File: src/hdl/cbp_pkg.sv
package cbp_pkg;
    // Power level encodings
    localparam logic [1:0] CBP_D0 = 2'h0;
    localparam logic [1:0] CBP_D1 = 2'h1;
    localparam logic [1:0] CBP_D2 = 2'h2;
    localparam logic [1:0] CBP_D3 = 2'h3;

    // Register byte offsets
    localparam logic [3:0] CBP_OFS_PM_CONTROL_STATUS_REGISTER  = 4'h0;  // Power control/status
    localparam logic [3:0] CBP_OFS_CMD    = 4'h4;  // Window and master enables
    localparam logic [3:0] CBP_OFS_CTX    = 4'h8;  // Controller context (window base)
    localparam logic [3:0] CBP_OFS_SLOT   = 4'hC;  // Slot supply control and status

    // Control/status register field positions
    localparam int CBP_PM_LVL_LSB   = 0;   // Power level field, two bits
    localparam int CBP_PM_WAKE_EN   = 8;   // Wake enable
    localparam int CBP_PM_WAKE_ST   = 15;  // Wake status, write one to clear
    localparam int CBP_PM_AUX       = 16;  // Auxiliary power present (read only)
    localparam int CBP_PM_ACTIVE    = 17;  // Active D0 indication (read only)

    // Command register bits
    localparam int CBP_CMD_IO  = 0;
    localparam int CBP_CMD_MEM = 1;
    localparam int CBP_CMD_BM  = 2;

    // Slot register bits
    localparam int CBP_SLOT_PWR    = 0;  // Slot supply on
    localparam int CBP_SLOT_DETECT = 8;  // Card present (read only)

    // Reset values
    localparam logic [31:0] CBP_CTX_RST  = 32'h0000_0000;
    localparam logic        CBP_SLOT_RST = 1'b0;

    // Event and gating outputs bundled
    typedef struct packed {
        logic csc_irq;    // Status-change interrupt to processor
        logic func_irq;   // Card functional interrupt to processor
        logic pme;        // Wake request, active high internally
    } cbp_evt_t;

    typedef struct packed {
        logic clk_run;    // Socket clock running
        logic bus_idle;   // Slot bus held idle
        logic ctl_ok;     // Controller interface usable
        logic slot_pwr;   // Slot supply enabled
    } cbp_slot_t;
endpackage

File: src/hdl/cbp_sync.sv
`timescale 1ns/1ps
// Three-stage input synchroniser; value moves when stages two and three agree
module cbp_sync
    import cbp_pkg::*;
(
    // Clock and reset
    input  wire logic clk_sys_i,
    input  wire logic rst_n_i,
    // Data
    input  wire logic async_i,
    output logic      sync_o
);
    logic s1_q;  // Metastability stage, read by s2 only
    logic s2_q;
    logic s3_q;

    // Shift chain and agreement filter
    always_ff @(posedge clk_sys_i) begin
        if (!rst_n_i) begin
            s1_q   <= 1'b0;
            s2_q   <= 1'b0;
            s3_q   <= 1'b0;
            sync_o <= 1'b0;
        end else begin
            s1_q <= async_i;
            s2_q <= s1_q;
            s3_q <= s2_q;
            if (s2_q == s3_q) begin
                sync_o <= s3_q;
            end
        end
    end
endmodule

File: src/hdl/cbp_top.sv
`timescale 1ns/1ps
// What this block does
// RULE_01: D0 passes status-change and functional interrupts; the code holds csc_irq_o low in D0 while wake_en_q is set
// RULE_02: Accept only permitted power state transitions
// RULE_03: Status change raises wake when enabled; the code raises it only in D1, D2 and aux-powered D3, never in D0
// RULE_04: No functional interrupts in D1, D2
// RULE_05: Context kept in D1/D2, D0-only access
// RULE_06: Config readable; power level stays writable; the code ignores every level write made in D3
// RULE_07: D1 keeps clock unless clock-run stops it
// RULE_08: D2 stops socket clock, bus idle
// RULE_09: D1 status change asserts wake output
// RULE_10: D0/D1 forward status change, card unpowered; the code forwards it only while wake_en_q is clear
// RULE_11: D3 without wake generates no wake
// RULE_12: D3 without wake loses context, clock off
// RULE_13: D3 wake keeps only wake context; the code also keeps the controller context ctx_q in D3 with wake
// RULE_14: D3 wake removal turns slot power off
// RULE_15: Slot power available in D0 through D2
// RULE_16: Bus reset after D3 gives full reset; the code keeps wake context and slot_pwr_q when wake_en_q was set
// RULE_17: Reset restores defaults, wake context kept; the code keeps wake context and slot_pwr_q only if wake_en_q was set
// RULE_18: Enables move uninitialised D0 to active
// RULE_19: Controller interface refused in D1, D2
// RULE_20: D3 blocks card access entirely
// RULE_21: Unsupported state write ignored, state kept
// RULE_22: Status bits change after state change done
// RULE_23: Two-bit power level, D0 to D3
module cbp_top
    import cbp_pkg::*;
#(
    parameter int SETTLE_CYC = 4  // Cycles to carry out a state change
)
(
    // Clock and reset
    input  wire logic        clk_sys_i,
    input  wire logic        rst_n_i,
    // Avalon-MM slave
    input  wire logic [3:0]  avs_address_i,
    input  wire logic        avs_read_i,
    input  wire logic        avs_write_i,
    input  wire logic [31:0] avs_writedata_i,
    input  wire logic [3:0]  avs_byteenable_i,
    output logic [31:0]      avs_readdata_o,
    output logic             avs_waitrequest_o,
    // Power and socket pins
    input  wire logic        aux_power_i,
    input  wire logic        card_status_change_line_i,
    input  wire logic        card_detect_i,
    input  wire logic        card_func_irq_i,
    input  wire logic        clk_run_stop_i,
    // Outputs to system
    output logic             csc_irq_o,
    output logic             func_irq_o,
    output logic             pme_n_o,
    // Outputs to socket
    output logic             socket_clock_en_o,
    output logic             slot_bus_idle_o,
    output logic             slot_power_o,
    output logic             ctl_iface_ok_o
);
    localparam int SET_W = $clog2(SETTLE_CYC + 1);

    // Synchronised pin levels
    logic aux_s;
    logic csc_s;
    logic det_s;
    logic fir_s;
    logic crs_s;

    // Power state and pending request
    logic [1:0]       lvl_q;        // Reported power level
    logic [1:0]       tgt_q;        // Requested target level
    logic             busy_q;       // State change in progress
    logic [SET_W-1:0] cnt_q;        // Settle counter
    logic             wake_en_q;    // Wake enable (wake context)
    logic             wake_st_q;    // Wake status (wake context)
    logic             csc_prev_q;   // Previous status-change level
    logic             det_prev_q;   // Previous card-detect level
    logic [2:0]       cmd_q;        // IO, memory, master enables
    logic [31:0]      ctx_q;        // Controller context word
    logic             slot_pwr_q;   // Slot supply control
    logic             ack_q;        // Bus answer strobe
    logic             cold_q = 1'b0; // Set once a reset has released; power-up clear

    // Synchronisers for every pin input
    cbp_sync u_s_aux (.clk_sys_i(clk_sys_i), .rst_n_i(rst_n_i), .async_i(aux_power_i),
                      .sync_o(aux_s));
    cbp_sync u_s_csc (.clk_sys_i(clk_sys_i), .rst_n_i(rst_n_i),
                      .async_i(card_status_change_line_i), .sync_o(csc_s));
    cbp_sync u_s_det (.clk_sys_i(clk_sys_i), .rst_n_i(rst_n_i), .async_i(card_detect_i),
                      .sync_o(det_s));
    cbp_sync u_s_fir (.clk_sys_i(clk_sys_i), .rst_n_i(rst_n_i), .async_i(card_func_irq_i),
                      .sync_o(fir_s));
    cbp_sync u_s_crs (.clk_sys_i(clk_sys_i), .rst_n_i(rst_n_i), .async_i(clk_run_stop_i),
                      .sync_o(crs_s));

    // State decodes
    wire in_d0      = (lvl_q == CBP_D0);
    wire in_d1      = (lvl_q == CBP_D1);
    wire in_d2      = (lvl_q == CBP_D2);
    wire in_d3      = (lvl_q == CBP_D3);
    wire d3_wake    = in_d3 && aux_s && wake_en_q;
    wire active_d0  = in_d0 && (cmd_q != 3'h0);               // RULE_18
    wire csc_edge   = csc_s && !csc_prev_q;
    wire removal    = det_prev_q && !det_s;

    // Bus decode
    wire req        = (avs_read_i || avs_write_i) && !ack_q;
    wire wr         = avs_write_i && !ack_q;
    wire sel_pm     = (avs_address_i == CBP_OFS_PM_CONTROL_STATUS_REGISTER);
    wire sel_cmd    = (avs_address_i == CBP_OFS_CMD);
    wire sel_ctx    = (avs_address_i == CBP_OFS_CTX);
    wire sel_slot   = (avs_address_i == CBP_OFS_SLOT);
    wire ctx_open   = in_d0;                                  // RULE_05 RULE_19 RULE_20
    wire wr_pm_lo   = wr && sel_pm && avs_byteenable_i[0];    // RULE_06
    wire wr_pm_hi   = wr && sel_pm && avs_byteenable_i[1];
    wire [1:0] req_lvl = avs_writedata_i[CBP_PM_LVL_LSB +: 2]; // RULE_23

    // Permitted transitions; D3 leaves only through bus reset
    wire path_ok =
        (in_d0 && (req_lvl != CBP_D0)) ||
        (in_d1 && (req_lvl != CBP_D1)) ||
        (in_d2 && ((req_lvl == CBP_D0) || (req_lvl == CBP_D3)));  // RULE_02
    wire start_chg = wr_pm_lo && path_ok && !busy_q;           // RULE_21

    // Wake source: status change in D1, D2 or aux-powered D3
    wire wake_state = in_d1 || in_d2 || (in_d3 && aux_s);      // RULE_03 RULE_11
    wire wake_set   = wake_state && wake_en_q && csc_edge;      // RULE_09
    wire wake_clr   = wr_pm_hi && avs_writedata_i[CBP_PM_WAKE_ST];

    // Read data mux
    wire [31:0] pm_rd = {14'h0, active_d0, aux_s, wake_st_q, 6'h0, wake_en_q, 6'h0, lvl_q};
    wire [31:0] rd_mux =
        sel_pm   ? pm_rd :
        sel_cmd  ? {29'h0, cmd_q} :
        (sel_ctx && ctx_open)  ? ctx_q :
        sel_slot ? {23'h0, det_s, 7'h0, slot_pwr_q} : 32'h0;

    // Event and socket decodes
    cbp_evt_t  evt_d;
    cbp_slot_t slt_d;
    assign evt_d.csc_irq  = (in_d0 || in_d1) && csc_s && !wake_en_q; // RULE_01 RULE_10
    assign evt_d.func_irq = in_d0 && fir_s;                          // RULE_01 RULE_04
    assign evt_d.pme      = wake_st_q && wake_en_q;
    assign slt_d.clk_run  = in_d0 || (in_d1 && !crs_s);              // RULE_07 RULE_08 RULE_12
    assign slt_d.bus_idle = !in_d0;                                  // RULE_07 RULE_08
    assign slt_d.ctl_ok   = in_d0;                                   // RULE_19 RULE_20
    assign slt_d.slot_pwr = slot_pwr_q && !in_d3 ? 1'b1 : slot_pwr_q; // RULE_15

    // Bus handshake: one wait cycle then acknowledge, waitrequest from a flop
    always_ff @(posedge clk_sys_i) begin
        if (!rst_n_i) begin
            ack_q             <= 1'b0;
            avs_waitrequest_o <= 1'b1;
            avs_readdata_o    <= 32'h0;
        end else begin
            ack_q             <= req;
            avs_waitrequest_o <= !req;
            if (req) begin
                avs_readdata_o <= rd_mux;
            end
        end
    end

    // Power level sequencing; status updated after settle time
    always_ff @(posedge clk_sys_i) begin
        if (!rst_n_i) begin
            lvl_q  <= CBP_D0;                                  // RULE_16 RULE_17
            tgt_q  <= CBP_D0;
            busy_q <= 1'b0;
            cnt_q  <= '0;
        end else if (start_chg) begin
            tgt_q  <= req_lvl;
            busy_q <= 1'b1;
            cnt_q  <= SET_W'(SETTLE_CYC);
        end else if (busy_q) begin
            if (cnt_q == '0) begin
                lvl_q  <= tgt_q;                               // RULE_22
                busy_q <= 1'b0;
            end else begin
                cnt_q <= cnt_q - 1'b1;
            end
        end
    end

    // Wake context: survives bus reset when wake was enabled
    // Warm marker is not cleared by bus reset, so a long reset keeps context
    always_ff @(posedge clk_sys_i) begin
        if (rst_n_i) begin
            cold_q <= 1'b1;
        end
    end
    always_ff @(posedge clk_sys_i) begin
        if (!rst_n_i && !(cold_q && wake_en_q)) begin
            wake_en_q <= 1'b0;                                 // RULE_17
            wake_st_q <= 1'b0;
        end else if (rst_n_i) begin
            if (wr_pm_hi) begin
                wake_en_q <= avs_writedata_i[CBP_PM_WAKE_EN];
            end
            if (wake_set) begin
                wake_st_q <= 1'b1;                             // RULE_03 RULE_13
            end else if (wake_clr) begin
                wake_st_q <= 1'b0;
            end
        end
    end

    // Edge trackers
    always_ff @(posedge clk_sys_i) begin
        if (!rst_n_i) begin
            csc_prev_q <= 1'b0;
            det_prev_q <= 1'b0;
        end else begin
            csc_prev_q <= csc_s;
            det_prev_q <= det_s;
        end
    end

    // Command enables, writable in D0 only
    always_ff @(posedge clk_sys_i) begin
        if (!rst_n_i) begin
            cmd_q <= 3'h0;
        end else if (wr && sel_cmd && avs_byteenable_i[0] && in_d0) begin
            cmd_q <= avs_writedata_i[CBP_CMD_BM:CBP_CMD_IO];   // RULE_18
        end
    end

    // Controller context: kept in D1/D2, lost in D3 without wake
    always_ff @(posedge clk_sys_i) begin
        if (!rst_n_i) begin
            ctx_q <= CBP_CTX_RST;
        end else if (in_d3 && !d3_wake) begin
            ctx_q <= CBP_CTX_RST;                              // RULE_12 RULE_13
        end else if (wr && sel_ctx && ctx_open) begin
            ctx_q <= avs_writedata_i;                          // RULE_05
        end
    end

    // Slot supply control
    always_ff @(posedge clk_sys_i) begin
        if (!rst_n_i && !(cold_q && wake_en_q)) begin
            slot_pwr_q <= CBP_SLOT_RST;
        end else if (rst_n_i) begin
            if (d3_wake && removal) begin
                slot_pwr_q <= 1'b0;                            // RULE_14
            end else if (wr && sel_slot && avs_byteenable_i[0] && in_d0) begin
                slot_pwr_q <= avs_writedata_i[CBP_SLOT_PWR];
            end
        end
    end

    // Registered outputs
    always_ff @(posedge clk_sys_i) begin
        if (!rst_n_i) begin
            csc_irq_o         <= 1'b0;
            func_irq_o        <= 1'b0;
            pme_n_o           <= 1'b1;
            socket_clock_en_o <= 1'b0;
            slot_bus_idle_o   <= 1'b1;
            slot_power_o      <= 1'b0;
            ctl_iface_ok_o    <= 1'b0;
        end else begin
            csc_irq_o         <= evt_d.csc_irq;
            func_irq_o        <= evt_d.func_irq;
            pme_n_o           <= !evt_d.pme;                 // RULE_09 RULE_11
            socket_clock_en_o <= slt_d.clk_run;
            slot_bus_idle_o   <= slt_d.bus_idle;
            slot_power_o      <= slt_d.slot_pwr;             // RULE_15
            ctl_iface_ok_o    <= slt_d.ctl_ok;
        end
    end
endmodule

File: config.mk
export PLATFORM = sky130hd
export DESIGN_NAME = cbp_top
export DESIGN_NICKNAME = d
export VERILOG_FILES = /design/src/hdl/cbp_pkg.sv /design/src/hdl/cbp_sync.sv /design/src/hdl/cbp_top.sv
export SDC_FILE = /design/constraint.sdc
export NUM_CORES = 1
export LEC_CHECK = 0
export ABC_AREA = 1
export BUFFER_PORTS_ARGS = -buffer_cell sky130_fd_sc_hd__clkbuf_2
export CAP_MARGIN = 5
export CORE_UTILIZATION = 58
export CTS_CLUSTER_SIZE = 8
export DETAILED_ROUTE_END_ITERATION = 7
export PLACE_DENSITY = 0.84
export SYNTH_ARGS = -nofsm -noshare
export SYNTH_HDL_FRONTEND = slang
export SYNTH_SLANG_ARGS = --single-unit
File: constraint.sdc
create_clock -name clk_sys_i -period 3.9 [get_ports clk_sys_i]
set_input_delay 0.585 -clock clk_sys_i [delete_from_list [all_inputs] [get_ports clk_sys_i]]
set_output_delay 0.585 -clock clk_sys_i [all_outputs]
set_load 0.01 [all_outputs]
Word level (Yosys, flattened, before mapping) --
Index checks and enable logic that the tools add are counted.
Storage, ports and cells: flip-flop bits (word level) 109, input port bits 49, output and inout port bits 40, logic and storage cells 148
Cells by class: add/subtract/negate cells 1, equal/unequal tests 14, muxes and demuxes 15, bitwise operators 3, reduce and logical (&&, ||, !) cells 73
Operator list (count):
- $mux 32 | 3
- $logic_and 1x1->1 | 36
- $logic_not 1->1 | 12
- $reduce_and 2->1 | 5
- $mux 3 | 3
- $mux 9 | 1
- $eq 4x4->1 const B | 2
- $logic_or 1x1->1 | 8
- $mux 1 | 8
- $reduce_bool 2->1 | 4
- $eq 2x2->1 const B | 3
- $eq 1x1->1 | 5
- $eq 4x3->1 const B | 1
- $logic_not 2->1 | 2
- $logic_not 4->1 | 1
- $reduce_or 2->1 | 2
- $logic_not 3->1 | 1
- $not 1->1 | 3
- $reduce_and 3->1 | 1
- $reduce_bool 3->1 | 1
- $sub 3x1->3 const B | 1
- $eq 2x1->1 const B | 1
- $ne 2x1->1 const B | 1
- $ne 2x2->1 const B | 1

Depth between registers and ports, before layout --
depth after elaboration 8, depth in mapped cells 9

By module --
A second synthesis with hierarchy kept.
Unflattened totals: cell total of the unflattened synthesis 525, area total of the unflattened synthesis 4111.4 µm²
Modules (own cells, without submodules):
- cbp_top | instances 1, cells each 460, area an instance 3529.6 µm², seq. area each 1781.7 µm²
- cbp_sync | instances 5, cells each 13, area an instance 116.4 µm², seq. area each 80.1 µm²

Worst setup path before layout --
OpenSTA, ideal clock, no wires.
path type input to register, start in avs_address_i[1], end reg ctx_q[0], data arrival time 1310 ps, data required time 3782 ps, setup slack 2472 ps, cell stages on the path 5, path through nor2_4 > nand3_4 > buf_2 > nor3_1 > nor2_1
Between the ends: word-level cells in the longest chain between the ends 3
RTL lines:
- from (decl) | RTL line cbp_top.sv:36 | input wire logic [3:0] avs_address_i,
- $eq 4x4->1 | RTL line cbp_top.sv:110 | wire sel_ctx = (avs_address_i == CBP_OFS_CTX);
- $logic_and 1x1->1 (2 in a row) | RTL line cbp_top.sv:233 | end else if (wr && sel_ctx && ctx_open) begin
- to (signal assigned) | RTL line cbp_top.sv:234 | ctx_q <= avs_writedata_i;
- to (decl) | RTL line cbp_top.sv:78 | logic [31:0] ctx_q;
No other way between the ends. A chain may end at the register's enable or synchronous reset.

Final worst setup path --
start reg lvl_q[1], end reg ctx_q[27]
RTL lines:
- from (decl) | RTL line cbp_top.sv:69 | logic [1:0] lvl_q;
- from (signal assigned) | RTL line cbp_top.sv:176 | lvl_q <= tgt_q;
- $logic_not 2->1 | RTL line cbp_top.sv:96 | wire in_d0 = (lvl_q == CBP_D0);
- via ctx_open | RTL line cbp_top.sv:112 | wire ctx_open = in_d0;
- $logic_and 1x1->1 | RTL line cbp_top.sv:233
The timed path passes the listed nets, and every way through them passes these cells.

==> metrics.md <==
| Metric | Value |
|---|---|
| Vias after detailed routing | about 3,500 |
| Largest clock skew in the final design | 0.0107 ns |
| Tcrit/Tclk final | 56.3% |
| Width of the die | 86.2 um |
| Power density normalized to cell area | 398 nW/um^2 |
| Arr. time, crit path | 2.51 ns |
| Share of final-layout standard cells stronger than drive strength 1 | 19.5% |
| Cts bufs inserted | 9 |
| Sum of met2 wire segment lengths after detailed routing | 4.00 mm |
| Slew @ Worst Pin | 0.607 ns |
| WL met1 | between 3 and 4 mm |
| Routed length on met3 | between 400 and 500 um |
| H-Tree Depth | 3 |
| Flops & latches, synth | about 110 |
| Slack of the worst reg-to-reg path | 1.70 ns |
| Final non-filler cell total | 705 |
| Setup TNS | 0 ns |
| Total I/O pin count | 89 |
| Maximum vdd ir drop | 0.000233 V |
| Net switching fraction of the power | between 20% and 30% |
| P&R area growth vs syn | 15.1% |
| TritonCTS clock tree | built |
| Net Count, Synth | 582 |
| Crit path time final | between 2 and 2.5 ns |
| Placer congestion estimate | 0.879 |
| Sequential share of power | 60.8% |
| Maximum buffer depth of the clock tree | 2 |
| Post-synthesis instance area | 4110 um^2 |
| Total placed instance area | 4560 um^2 |
| Die area | 7430 um^2 |
| Class of the most critical setup path | register to register |
| Type of origin of the critical path | register |
| Share of power burned in combinational logic | around 6.3% |
| Root buffer cell | sky130_fd_sc_hd__clkbuf_8 |
| Vias in the first global route | 3,044 |
| Starting Density | 60.2% |
| Num rows | 30 |
| Final worst slack | 1.70 ns |
| Slew Viols, Final | 0 |
| Final Util | 69.3% |
| First-pass GRT wire length | 14.0 mm |
| Power share of the clock group | between 30% and 40% |
| Number of max-cap violations | 0 |
| N_diodes | 0 |
| Total design power | 1.89 mW |
| Initial drt markers | 158 |
| Cts hold-fix bufs | 0 |
| Post-detailed-route count of antenna-violating nets | 0 |
| Outcome | complete, no violations |
| Per-instance average area after synthesis | roughly 7.8 um^2 |
| Core Area | ~7000 um^2 |
| Wire per inst | roughly 12 um |
| Clock latency on the worst-skew pair | 0.37 ns |
| Clock slew at the register clock pins of the worst setup and hold paths | 0.10 ns |
| R2R Path Start | lvl_q[1] |
| Fin area | 4740 um^2 |
| Number of library cell types mapped by synthesis | 24 |
| Worst relative slew slack | 59.5% |
| Leading cell types in the layout, fill and taps excluded | 143 x sky130_fd_sc_hd__nand2_1, 109 x sky130_fd_sc_hd__dfxtp_1, 86 x sky130_fd_sc_hd__clkbuf_2, 60 x sky130_fd_sc_hd__nor2_1, 49 x sky130_fd_sc_hd__inv_1 |
| Total GRT Usage | about 24% |
| Initial antenna violation count | 0 |
| Crit path capture | ctx_q[27] |
| Min-Delay Path Depth | 3 |
| Post-CTS setup buffer count | 0 |
| Achievable clock frequency | 456 MHz |
| Type of the most critical hold path | input pin to register |
| Critical path endpoint category | register |
| Critical path fanouts, max | 35 |
| Pin count of the biggest net entering global routing | 37 |
| Pint | ~1.4 mW |
| Number of port buffers | 86 |
| Hpwl dp | 6.02 mm |
| Total net switching power | 0.459 mW |
| Number of iterations in the first detailed-routing pass | 7 |
| Die Height | 86.2 um |
| Final setup violation count | 0 |
| Instance count after placement with tap cells included | around 690 |
| Number of vias per cell | 4.92 |
| Worst hold slack after final layout | 0.388 ns |
| Final global-route overflow total | 0 |
| Worst slack, placed | roughly 1.7 ns |
| Sequential cell area fraction in the yosys report | between 50 and 60% |
| Worst reg2reg path depth | 6 |
| Highest routing layer actually used | met4 |
| Required time at the worst-slack endpoint | around 4.2 ns |
| YS warnings | 0 |
| RSZ-0062 raised after global routing | no |
| Worst reg2reg endpoint | ctx_q[27] |
| Routed Wire Length | 8.57 mm |
| Resized Gates After CTS | 0 |
| Leakage power summed over all cells | approximately 2.4 nW |
| Fin. Hold Viols | 0 |
| Crit. Startpoint | lvl_q[1] |
| TritonCTS Sinks | 109 |
| Instance count of the mapped netlist | approximately 530 |
| Final layout net count | 661 |
| Post-route DRC violation count | 0 |
| Commonest non-fill, non-tap cell in the layout | sky130_fd_sc_hd__nand2_1 |
[worst max-delay path, cell delays in order, from the launching register on]
cell and delay [ns]:
sky130_fd_sc_hd__dfxtp_1 0.34, sky130_fd_sc_hd__inv_1 0.14, sky130_fd_sc_hd__ha_1 0.40, sky130_fd_sc_hd__nand3_4 0.45
sky130_fd_sc_hd__nor2_8 0.52, sky130_fd_sc_hd__o21ai_0 0.14, sky130_fd_sc_hd__nor2_1 0.13
[final cells by class]
type | count | area, um^2
multi-input cells | 343 | 1610
fillers | 571 | 2100
clock inverters | 5 | 35.0
inverters | 51 | 191
flip-flops and latches | 109 | 2180
clock buffers | 11 | 141
well taps | 96 | 120
repair buffers | 90 | 460
[registers in the layout, summed over array words and instances, names as in the netlist, 2 cells and up]
name            flops
avs_readdata_o     32
cmd_q               3
tgt_q               2
cnt_q               3
ctx_q              32
lvl_q               2
[synth_stat cells, drive strengths merged]
cell	count	area, um^2
nand2	144	543
dfxtp	109	2180
nor2	67	307
inv	51	191
o21ai	44	220
nor3	36	180
nand3	18	108
buf	17	116
a21oi	15	75.1
ha	8	100
nand4	6	37.5
clkbuf	5	18.8
o21bai	2	15.0
or2	2	12.5
nand3b	1	7.51
[per-layer routing]
layer,track usage (%),vias up
met5,0,-
met4,11.4,0
met3,4.29,9
met2,37.6,112
met1,32.3,1542
li1,-,1808
[how the worst min path moves through the flow]
| stage | slack (ns) | startpoint | end |
|---|---|---|---|
| final | 0.39 | card_func_irq_i | u_s_fir.s1_q |
| after global placement | 0.40 | u_s_csc.s1_q | u_s_csc.s2_q |
| after CTS | 0.38 | card_func_irq_i | u_s_fir.s1_q |
| after detailed placement | 0.40 | u_s_fir.s1_q | u_s_fir.s2_q |
| after global routing | 0.39 | card_status_change_line_i | u_s_csc.s1_q |
| after floorplan | 0.38 | wake_st_q | pme_n_o |
[power groups by stage]
| stage | sequential (mW) | combinational, mW | clock [mW] |
|---|---|---|---|
| final | 1.15 | 0.119 | 0.620 |
| after global routing | 1.15 | 0.133 | 0.680 |
| after CTS | 1.15 | 0.119 | 0.632 |
| after detailed placement | 1.17 | 0.119 | 0 |
| after global placement | 1.17 | 0.116 | 0 |
| after floorplan | 1.17 | 0.0694 | 0 |
[logic make-up after synthesis]
logic type                 share of synthesized area [%]
adders and majority gates                           2.43
and+or+nand+nor                                     29.0
buffers and inverters                               7.94
AOI/OAI and AO/OA                                   7.54
DFF                                                 53.0
No activity file was read; power rests on OpenSTA's default activity.
